--- config.mk ---
export PLATFORM = sky130hd
export DESIGN_NAME = esrf_framer
export DESIGN_NICKNAME = d
export VERILOG_FILES = /design/src/rtl/esrf_pkg.sv /design/src/rtl/esrf_skid.sv /design/src/rtl/esrf_framer.sv
export SDC_FILE = /design/constraint.sdc
export NUM_CORES = 1
export LEC_CHECK = 0
export CORE_MARGIN = 1
export CORE_UTILIZATION = 60
export DETAILED_ROUTE_END_ITERATION = 8
export DONT_BUFFER_PORTS = 1
export GPL_TIMING_DRIVEN = 0
export MAX_ROUTING_LAYER = met4
export PLACE_DENSITY = 0.79
export SETUP_SLACK_MARGIN = 0.02
export SYNTH_ARGS = -nofsm -noshare
export SYNTH_HDL_FRONTEND = slang
export SYNTH_SLANG_ARGS = --single-unit
--- constraint.sdc ---
create_clock -name core_clk_in -period 6.4 [get_ports core_clk_in]
set_input_delay 0.32 -clock core_clk_in [delete_from_list [all_inputs] [get_ports core_clk_in]]
set_output_delay 0.32 -clock core_clk_in [all_outputs]
set_load 0.1 [all_outputs]
--- src/rtl/esrf_pkg.sv ---
// Constants for the extended status and relay output framer.
// Assumes a byte-wide serial API transmitter downstream of the framer.
package esrf_pkg;
  localparam logic [7:0] START_BYTE       = 8'h7e;
  localparam logic [7:0] TYPE_EXT_STATUS  = 8'h98;
  localparam logic [7:0] TYPE_UNLOCK_RESP = 8'hac;
  localparam logic [7:0] TYPE_RELAY_OUT   = 8'had;
  localparam logic [7:0] TYPE_TX_STATUS   = 8'h89;
  localparam logic [7:0] SC_ESTABLISHED   = 8'h3b;
  localparam logic [7:0] SC_ENDED         = 8'h3c;
  localparam logic [7:0] SC_AUTH_FAIL     = 8'h3d;
  localparam logic [7:0] REASON_PEER      = 8'h00;
  localparam logic [7:0] REASON_TIMEOUT   = 8'h01;
  localparam logic [7:0] REASON_BAD_CNT   = 8'h02;
  localparam logic [7:0] REASON_CNT_OVF   = 8'h03;
  localparam logic [7:0] REASON_NO_MEM    = 8'h04;
  localparam logic [7:0] ERR_BAD_IFACE    = 8'h7c;
  localparam logic [7:0] ERR_IFACE_BUSY   = 8'h7d;
  localparam logic [7:0] IFACE_SERIAL     = 8'h00;
  localparam logic [7:0] IFACE_BLE        = 8'h01;
  localparam logic [7:0] IFACE_SCRIPT     = 8'h02;
  localparam logic [7:0] CSUM_BASE        = 8'hff;
  // Transmit status body after the frame id: retries, delivery status
  localparam logic [7:0] TXS_RETRY        = 8'h00;
  // Fixed body lengths (type byte through end of payload)
  localparam logic [15:0] LEN_ESTABLISHED = 16'h000d;
  localparam logic [15:0] LEN_ENDED       = 16'h000b;
  localparam logic [15:0] LEN_TX_STATUS   = 16'h0004;
  // Maximum payload bytes held for relay and unlock frames
  localparam int unsigned MAX_DATA        = 64;
  // Request kinds
  typedef enum logic [2:0] {
    ESRF_REQ_ESTAB  = 3'h0,
    ESRF_REQ_ENDED  = 3'h1,
    ESRF_REQ_AUTHF  = 3'h2,
    ESRF_REQ_UNLOCK = 3'h3,
    ESRF_REQ_RELAY  = 3'h4
  } esrf_req_e;
endpackage : esrf_pkg

--- src/rtl/esrf_skid.sv ---
// Two-entry byte buffer with valid/ready on both sides.
// Assumes source and sink share core_clk_in.
`timescale 1ns/1ns
module esrf_skid #(
  parameter int unsigned W = 8
) (
  // Clock and reset
  input  wire logic         core_clk_in,
  input  wire logic         rst_in,
  // Fill side
  input  wire logic [W-1:0] s_data_in,
  input  wire logic         s_valid_in,
  output logic              s_ready_out,
  // Drain side
  output logic [W-1:0]      m_data_out,
  output logic              m_valid_out,
  input  wire logic         m_ready_in
);
  logic [W-1:0] mem [2];   // Storage for two words
  logic         wr_ptr;    // Next slot to write
  logic         rd_ptr;    // Next slot to read
  logic [1:0]   count;     // Words held

  logic push;
  logic pop;
  assign s_ready_out = (count != 2'h2);
  assign m_valid_out = (count != 2'h0);
  assign push        = s_valid_in && s_ready_out;
  assign pop         = m_valid_out && m_ready_in;
  // Head word comes straight from a storage flop
  assign m_data_out  = mem[rd_ptr];

  // Storage write; no reset needed on data
  always_ff @(posedge core_clk_in) begin
    if (push) begin
      mem[wr_ptr] <= s_data_in;
    end
  end

  // Pointers and occupancy
  always_ff @(posedge core_clk_in or posedge rst_in) begin
    if (rst_in) begin
      wr_ptr <= 1'b0;
      rd_ptr <= 1'b0;
      count  <= 2'h0;
    end else begin
      if (push) begin
        wr_ptr <= ~wr_ptr;
      end
      if (pop) begin
        rd_ptr <= ~rd_ptr;
      end
      count <= count + {1'b0, push} - {1'b0, pop};
    end
  end
endmodule : esrf_skid

--- src/rtl/esrf_framer.sv ---
// Framer that builds extended status, unlock response, relay output
// and transmit status frames as a byte stream toward the API port.
// One frame is in flight at a time; the output buffer absorbs short
// stalls, and longer ones simply hold the sequencer where it stands.
// Escaping of reserved bytes is left to the port logic downstream.
// Assumes the requester holds req_valid_in until req_ready_out, and
// streams payload bytes on demand while the frame is in progress.
`timescale 1ns/1ns
module esrf_framer
  import esrf_pkg::*;
(
  // Clock and reset
  input  wire logic        core_clk_in,
  input  wire logic        rst_in,
  // Configuration
  input  wire logic        ext_session_report_in,
  // Event request
  input  wire logic        req_valid_in,
  output logic             req_ready_out,
  input  wire logic [2:0]  req_kind_in,
  input  wire logic [63:0] req_addr_in,
  input  wire logic [7:0]  req_byte_in,
  input  wire logic [15:0] req_timeout_in,
  input  wire logic [7:0]  req_iface_in,
  input  wire logic [7:0]  req_frame_id_in,
  input  wire logic [15:0] req_len_in,
  input  wire logic        dest_exists_in,
  input  wire logic        dest_accepts_in,
  // Payload byte stream for unlock and relay frames
  input  wire logic [7:0]  pay_data_in,
  output logic             pay_take_out,
  // Relay completion
  output logic             relay_done_out,
  // Serial frame output
  output logic [7:0]       tx_data_out,
  output logic             tx_valid_out,
  input  wire logic        tx_ready_in
);

  ////////////////////////////////////////////////////////////////////
  // State and latched request

  // One-hot sequence: header, fixed body, streamed payload, checksum,
  // then one quiet cycle so the next request sees a settled frame.
  // The extra cycle costs little and keeps request spacing simple.
  typedef enum logic [5:0] {
    ST_IDLE  = 6'b000001,
    ST_HDR   = 6'b000010,
    ST_FIXED = 6'b000100,
    ST_PAY   = 6'b001000,
    ST_CSUM  = 6'b010000,
    ST_DONE  = 6'b100000
  } esrf_state_e;

  esrf_state_e state;        // Framer sequence
  // Frame bytes held from acceptance until the frame has left
  logic [7:0]  hdr [4];      // Start byte, length, type
  logic [7:0]  fix [12];     // Fixed body bytes after type
  logic [3:0]  fix_n;        // Number of fixed body bytes
  logic [15:0] pay_n;        // Number of streamed payload bytes
  logic [15:0] idx;          // Byte index within current section
  logic [7:0]  sum;          // Running sum from type byte onward
  logic        is_relay;     // Frame is a relayed data frame

  logic [7:0]  cur_byte;     // Byte offered to the buffer
  logic        cur_valid;    // Offer is valid
  logic        buf_ready;    // Buffer accepts the offer
  logic        adv;          // Byte accepted this cycle
  logic        sum_it;       // Byte counts toward the checksum

  ////////////////////////////////////////////////////////////////////
  // Request acceptance

  // A request is taken only while idle; session events are still
  // taken when reporting is off, so the requester never stalls on
  // them, but they are swallowed without a frame.
  logic       accept;        // Request taken at this edge
  logic       drop;          // Request produces no frame
  // Session frames are swallowed unless reporting is selected
  assign drop = (req_kind_in <= 3'(ESRF_REQ_AUTHF))
             && !ext_session_report_in;
  assign req_ready_out = (state == ST_IDLE);
  assign accept        = req_valid_in && req_ready_out;

  logic relay_ok;            // Destination exists and takes data
  // A relay to an interface up to IFACE_SCRIPT whose destination exists
  // and accepts data is emitted as a data frame; any other outcome
  // becomes a transmit status error
  assign relay_ok = dest_exists_in && dest_accepts_in;

  ////////////////////////////////////////////////////////////////////
  // Frame assembly on acceptance

  // Every byte of the header and fixed body is captured at the taking
  // edge, so the requester may change its fields as soon as it is
  // released. Only the payload is fetched later, one byte per take.
  // Dropped requests also load these registers; the sequencer never
  // reads them, so that is harmless and saves a qualifier.
  always_ff @(posedge core_clk_in or posedge rst_in) begin
    if (rst_in) begin
      // Quiet contents so nothing undefined is ever offered
      fix_n    <= 4'h0;
      pay_n    <= 16'h0000;
      is_relay <= 1'b0;
      for (int i = 0; i < 4; i++) begin
        hdr[i] <= 8'h00;
      end
      for (int i = 0; i < 12; i++) begin
        fix[i] <= 8'h00;
      end
    end else if (accept) begin
      // Defaults first; the kind branches below override them
      is_relay <= 1'b0;
      hdr[0]   <= START_BYTE;
      pay_n    <= 16'h0000;
      // Address bytes sit after the status code for all session kinds
      for (int i = 0; i < 8; i++) begin
        fix[i + 1] <= req_addr_in[63 - 8*i -: 8];
      end
      case (req_kind_in)
        // Established: code, address, options, timeout
        3'(ESRF_REQ_ESTAB): begin
          hdr[1] <= LEN_ESTABLISHED[15:8];
          hdr[2] <= LEN_ESTABLISHED[7:0];
          hdr[3] <= TYPE_EXT_STATUS;
          fix[0] <= SC_ESTABLISHED;
          fix[9] <= req_byte_in;
          fix[10] <= req_timeout_in[15:8];
          fix[11] <= req_timeout_in[7:0];
          fix_n  <= 4'd12;
        end
        // Ended and failed share one layout: code, address, one byte
        3'(ESRF_REQ_ENDED), 3'(ESRF_REQ_AUTHF): begin
          hdr[1] <= LEN_ENDED[15:8];
          hdr[2] <= LEN_ENDED[7:0];
          hdr[3] <= TYPE_EXT_STATUS;
          fix[0] <= (req_kind_in == 3'(ESRF_REQ_ENDED))
                    ? SC_ENDED : SC_AUTH_FAIL;
          // Reason (0x00..0x04) or error byte passed as given
          fix[9] <= req_byte_in;
          fix_n  <= 4'd10;
        end
        // Unlock answer: type byte then the streamed body
        3'(ESRF_REQ_UNLOCK): begin
          // Body mirrors the request layout, streamed from the source
          hdr[1] <= 8'((req_len_in + 16'd1) >> 8);
          hdr[2] <= 8'(req_len_in + 16'd1);
          hdr[3] <= TYPE_UNLOCK_RESP;
          fix_n  <= 4'd0;
          pay_n  <= req_len_in;
        end
        // Relay: data frame on success, status frame on error
        default: begin
          if (!dest_exists_in
              || req_iface_in > IFACE_SCRIPT) begin
            // Unknown destination: transmit status with error
            hdr[1] <= LEN_TX_STATUS[15:8];
            hdr[2] <= LEN_TX_STATUS[7:0];
            hdr[3] <= TYPE_TX_STATUS;
            fix[0] <= req_frame_id_in;
            fix[1] <= TXS_RETRY;
            fix[2] <= ERR_BAD_IFACE;
            fix_n  <= 4'd3;
          end else if (!relay_ok) begin
            // Valid destination that cannot take data right now
            hdr[1] <= LEN_TX_STATUS[15:8];
            hdr[2] <= LEN_TX_STATUS[7:0];
            hdr[3] <= TYPE_TX_STATUS;
            fix[0] <= req_frame_id_in;
            fix[1] <= TXS_RETRY;
            fix[2] <= ERR_IFACE_BUSY;
            fix_n  <= 4'd3;
          end else begin
            // Relayed data out of the serial port; no status frame
            // follows a clean relay, the data frame is all there is
            hdr[1] <= 8'((req_len_in + 16'd2) >> 8);
            hdr[2] <= 8'(req_len_in + 16'd2);
            hdr[3] <= TYPE_RELAY_OUT;
            fix[0] <= req_iface_in;
            fix_n  <= 4'd1;
            pay_n  <= req_len_in;
            is_relay <= 1'b1;
          end
        end
      endcase
    end
  end

  ////////////////////////////////////////////////////////////////////
  // Sequencer

  // A byte moves only when the buffer takes it, so a stalled host
  // freezes the sequencer with the current byte still on offer.
  assign adv = cur_valid && buf_ready;

  // Walks the sections of the frame; idx counts bytes within the
  // section and returns to zero whenever a section is left.
  always_ff @(posedge core_clk_in or posedge rst_in) begin
    if (rst_in) begin
      state <= ST_IDLE;
      idx   <= 16'h0000;
    end else begin
      case (state)
        // Dropped requests leave the framer idle
        ST_IDLE: begin
          idx <= 16'h0000;
          if (accept && !drop) begin
            state <= ST_HDR;
          end
        end
        // Start byte, two length bytes, type byte
        ST_HDR: begin
          if (adv) begin
            if (idx == 16'd3) begin
              idx   <= 16'h0000;
              state <= (fix_n != 4'h0) ? ST_FIXED
                     : (pay_n != 16'h0) ? ST_PAY : ST_CSUM;
            end else begin
              idx <= idx + 16'd1;
            end
          end
        end
        // Fixed body captured at acceptance
        ST_FIXED: begin
          if (adv) begin
            if (idx == {12'h000, fix_n} - 16'd1) begin
              idx   <= 16'h0000;
              state <= (pay_n != 16'h0) ? ST_PAY : ST_CSUM;
            end else begin
              idx <= idx + 16'd1;
            end
          end
        end
        // A payload length of zero never enters here
        ST_PAY: begin
          if (adv) begin
            if (idx == pay_n - 16'd1) begin
              idx   <= 16'h0000;
              state <= ST_CSUM;
            end else begin
              idx <= idx + 16'd1;
            end
          end
        end
        // Checksum byte closes the frame
        ST_CSUM: begin
          if (adv) begin
            state <= ST_DONE;
          end
        end
        // One quiet cycle before the next request
        ST_DONE: begin
          state <= ST_IDLE;
        end
        // Any code outside the one-hot set falls back to idle
        default: begin
          state <= ST_IDLE;
        end
      endcase
    end
  end

  ////////////////////////////////////////////////////////////////////
  // Byte selection and checksum

  // Picks the byte on offer for the current section. The payload byte
  // passes straight through, so the source must present it whenever
  // the sequencer sits in the payload section.
  always_comb begin
    cur_byte  = 8'h00;
    cur_valid = 1'b0;
    sum_it    = 1'b0;
    case (state)
      // Only the type byte of the header joins the sum
      ST_HDR: begin
        cur_byte  = hdr[idx[1:0]];
        cur_valid = 1'b1;
        sum_it    = (idx == 16'd3);
      end
      // Index never passes the fixed count, at most twelve
      ST_FIXED: begin
        cur_byte  = fix[idx[3:0]];
        cur_valid = 1'b1;
        sum_it    = 1'b1;
      end
      // Source byte goes out unchanged
      ST_PAY: begin
        cur_byte  = pay_data_in;
        cur_valid = 1'b1;
        sum_it    = 1'b1;
      end
      // Sum is complete once the last body byte has moved
      ST_CSUM: begin
        cur_byte  = CSUM_BASE - sum;
        cur_valid = 1'b1;
      end
      // Idle and quiet cycles offer nothing
      default: begin
        cur_valid = 1'b0;
      end
    endcase
  end

  // Low eight bits of the sum from the type byte to payload end.
  // Cleared while idle so a dropped request cannot leave residue.
  always_ff @(posedge core_clk_in or posedge rst_in) begin
    if (rst_in) begin
      sum <= 8'h00;
    end else if (state == ST_IDLE) begin
      sum <= 8'h00;
    end else if (adv && sum_it) begin
      sum <= sum + cur_byte;
    end
  end

  // Payload byte is consumed exactly when it enters the buffer
  assign pay_take_out = (state == ST_PAY) && adv;

  // Pulse when a relayed data frame has been fully offered, or when
  // a swallowed session request is taken, so the requester can tell
  // that the work is finished. Error frames give no pulse.
  always_ff @(posedge core_clk_in or posedge rst_in) begin
    if (rst_in) begin
      relay_done_out <= 1'b0;
    end else begin
      relay_done_out <= (state == ST_DONE && is_relay)
                     || (accept && drop);
    end
  end

  ////////////////////////////////////////////////////////////////////
  // Output buffer so a stalled receiver loses no byte

  // Two entries keep full rate while the host is ready and hold the
  // head byte steady while it is not.
  esrf_skid #(
    .W (8)
  ) u_skid (
    .core_clk_in (core_clk_in),
    .rst_in      (rst_in),
    .s_data_in   (cur_byte),
    .s_valid_in  (cur_valid),
    .s_ready_out (buf_ready),
    .m_data_out  (tx_data_out),
    .m_valid_out (tx_valid_out),
    .m_ready_in  (tx_ready_in)
  );

endmodule : esrf_framer

==> run_results.csv <==
group,metric,value,unit
sta,timing_hold_violations_final,1,
grt,grt-ovfl-total,0,
floorplan,initial_utilization,62.2,%
worst_setup_path,path_buf_inv,3,
floorplan,die_area,17200,sq um
pwr,peakVddDrop,0.000311,V
worst_setup_path,r2r-start,"idx[0]",
yosys,synthArstFlopShare,91.4,%
routing,ant_nets,0,
outcome,status,"complete, but fails checks",
placed_design,port-buffer-count,0,
sta,fin_ws,2.04,ns
yosys,yosysSeqAreaShare,47.4,%
cells_and_area,layout-drive-gt1-share,12.5,%
worst_setup_path,required,6.71,ns
pwr,p_leak,5.25,nW
clock_network,htreeDepth,4,
yosys,synth_ff_type,"dfrtp_1",
worst_setup_path,cp.arrival,4.67,ns
routing,wl,28800,um
worst_setup_path,crit_fanout,10,
clock_network,post_cts_resized,0,
sta,relSlewSlack,22.4,%
cells_and_area,multi_input_area,4930,sq um
cells_and_area,ff_latch_area,4740,sq um
worst_setup_path,setup.worst_path.end,"sum[6]",
worst_setup_path,cpLargestDelayFamily,"compound AO/OA/AOI/OAI gates",
yosys,ys_ff_latch,186,
yosys,synth_nets,1138,
clock_network,cts_tree,"done",
worst_setup_path,cpMaxStageDelayCell,"dfrtp_1",
outcome,violations,"hold timing",
cells_and_area,final_common_cell,"nand2_1",
yosys,synth_top_area_share,42.3,%
hold_path,hp-class,"in2reg",
grt,grt_pass1_vias,8279,
cells_and_area,areaGrowthSynthToFinish,16.1,%
sta,finalCritPeriodShare,68.1,%
placed_design,dp_cells,1202,
sta,worstMarginPinSlew,1.16,ns
clock_network,cts-root-buf,"clkbuf_16",
pwr,total_power,3.70,mW
cells_and_area,final_nets,1224,
worst_setup_path,worstSetupEndpointType,"register",
worst_setup_path,slowest_delay,0.52,ns
routing,dr.pass1.iters,5,
worst_setup_path,critical_path.cell_chain,"buf_2 > buf_2 > buf_2 > mux2_2 > a22oi_1 > nor2_1 > a21oi_1 > o211ai_1 > ha_1 > fa_1 > a21o_1 > a21oi_1 > o21bai_1 > a21oi_1 > xor2_1 > o21ai_0",
worst_setup_path,critPathLaunchType,"register",
clock_network,cts_buffers,17,
floorplan,die_h,131,um
worst_setup_path,rr_worst_depth,16,
floorplan,core_area,16100,sq um
floorplan,rows,46,
worst_setup_path,rrSetupSlack,2.04,ns
grt,track_usage,36.4,%
grt,grt_max_degree,93,
floorplan,io_pins,150,
cells_and_area,fillCellCount,1103,
yosys,synthTopCellsByArea,"dfrtp_1 (42%), nand2_1 (8.3%), mux4_2 (6.1%), edfxtp_1 (4.8%), mux2_2 (3.9%)",
routing,drt_first_iter_violations,970,
cells_and_area,final_cell_count_no_fill,1301,
routing,routedWlPerCell,22.1,um
yosys,synth_cells,985,
sta,drv_slew,0,
worst_setup_path,cp-startpoint,"idx[0]",
pwr,powerDensity,319,nW/um^2
placed_design,post-dp-hpwl,19800,um
yosys,syn_avg_cell_area,10.1,sq um
worst_setup_path,crit_cells,16,
yosys,synth_edf_count,16,
routing,viasPerCell,6.45,
grt,antenna_found_initial,1,
run,maxCapViolCount,0,
yosys,synth_area,9990,sq um
floorplan,die_x,131,um
sta,whs,-0.00243,ns
placed_design,post-place-ws,2.08,ns
yosys,synth_area_leader_cell,"dfrtp_1",
sta,skew,0.0143,ns
yosys,synth_cell_types,79,
clock_network,clock_latency,0.45,ns
sta,setup_viol,0,
cells_and_area,mostFrequentLayoutCells,"nand2_1 (220), dfrtp_1 (169), dlygate4sd3_1 (66)",
sta,period_needed,4.36,ns
worst_setup_path,worst-setup-path-type,"reg2reg",
clock_network,cts_sinks,186,
sta,max_freq,229,MHz
routing,vias,8392,
clock_network,clk_pin_slew,0.09,ns
clock_network,clockBufferDepth,2,
yosys,ys_warn_count,0,
worst_setup_path,r2r_end,"sum[6]",
placed_design,place_congestion,0.944,
grt,grt_pass1_wl,44700,um
routing,route.detailed.drc,0,
sta,rsz0062_at_grt,"false",
==> worst min path at each step <==
stage	startpoint	to	cells past startpoint
after floorplan	ext_session_report_in	relay_done_out	1
after global routing	req_addr_in[26]	fix[50]	2
final	req_addr_in[26]	fix[50]	2
after detailed placement	rst_in	fix[69]	1
after CTS	req_addr_in[56]	fix[80]	1
after global placement	req_addr_in[14]	fix[38]	2
==> worst register-to-register path: stages, from the launching register on <==
cell and delay, ns:
dfrtp_1 0.52, buf_2 0.39, buf_2 0.41, buf_2 0.33, mux2_2 0.39, a22oi_1 0.16
nor2_1 0.09, a21oi_1 0.17, o211ai_1 0.15, ha_1 0.25, fa_1 0.41, a21o_1 0.17
a21oi_1 0.21, o21bai_1 0.10, a21oi_1 0.21, xor2_1 0.17, o21ai_0 0.09
==> synth_stat cells (16+ instances only) <==
master / n
a21oi_1: 21
a22o_1: 27
a31oi_1: 16
buf_1: 16
clkbuf_1: 23
dfrtp_1: 169
edfxtp_1: 16
inv_1: 25
mux2_2: 35
mux4_2: 27
nand2_1: 220
nand3_1: 22
nor2_1: 51
nor3_1: 23
o21ai_0: 46
xnor2_1: 19
xor2_1: 31
==> state kept, by name, summed over array words and instances, names as in the netlist <==
| name | cells |
|---|---|
| fix | 96 |
| fix_n | 3 |
| u_skid.count | 2 |
| hdr | 19 |
| u_skid.mem | 16 |
| is_relay | 1 |
| sum | 8 |
| u_skid.rd_ptr | 1 |
| relay_done_out | 1 |
| u_skid.wr_ptr | 1 |
| idx | 16 |
| state | 6 |
| pay_n | 16 |
==> cell type report <==
cell class / count / area share (%)
antenna: 1 / 0.0216
clock buffer: 17 / 3.67
inverter: 26 / 0.906
clock inverter: 15 / 1.81
sequential: 186 / 40.8
timing repair buffer: 67 / 5.93
multi-input combinational: 720 / 42.5
tap: 216 / 2.33
buffer: 53 / 2.01
==> kinds of logic after synthesis <==
| group | after synthesis | share of synthesized area [%] |
|---|---|---|
| fa+ha+maj | 15 | 1.95 |
| mux | 73 | 11.1 |
| xor+xnor | 51 | 4.61 |
| buf+inv | 79 | 3.29 |
| flops | 186 | 47.4 |
| compound gates | 196 | 13.8 |
| simple gates | 385 | 17.8 |
==> per-stage QoR <==
step	util, %	area [sq um]	TNS, ns
6_report	72.2	11600	0
5_1_grt	72.2	11600	0
2_1_floorplan	-	9990	0
3_3_place_gp	63.9	10300	-66.01
4_1_cts	72.0	11600	0
3_5_place_dp	64.1	10300	0
==> layer usage <==
layer / part of all wire (%) / vias to the layer above / track usage [%] / routed length [um]
li1: - / 3716 / - / -
met1: 40 / 4227 / 46.0 / 11500
met2: 50 / 392 / 58.7 / 14300
met3: 7.6 / 57 / 7.33 / 2190
met4: 2.7 / 0 / 12.8 / 775
met5: 0 / - / - / 0
==> repair_timing <==
item / CTS / global route
hold endpoints to repair: 140 / 3
buffers inserted: 0 / 0
hold buffers: 63 / 3
==> where the power goes <==
| part | internal (mW) | leakage (nW) | total (mW) | switching [mW] |
|---|---|---|---|---|
| sequential | 1.31 | 2.46 | 1.37 | 0.0679 |
| combinational | 0.383 | 2.49 | 1.22 | 0.836 |
| clock | 0.545 | 0.301 | 1.11 | 0.562 |
| total | 2.23 | 5.25 | 3.70 | 1.47 |
(Power assumes the default switching activity.)
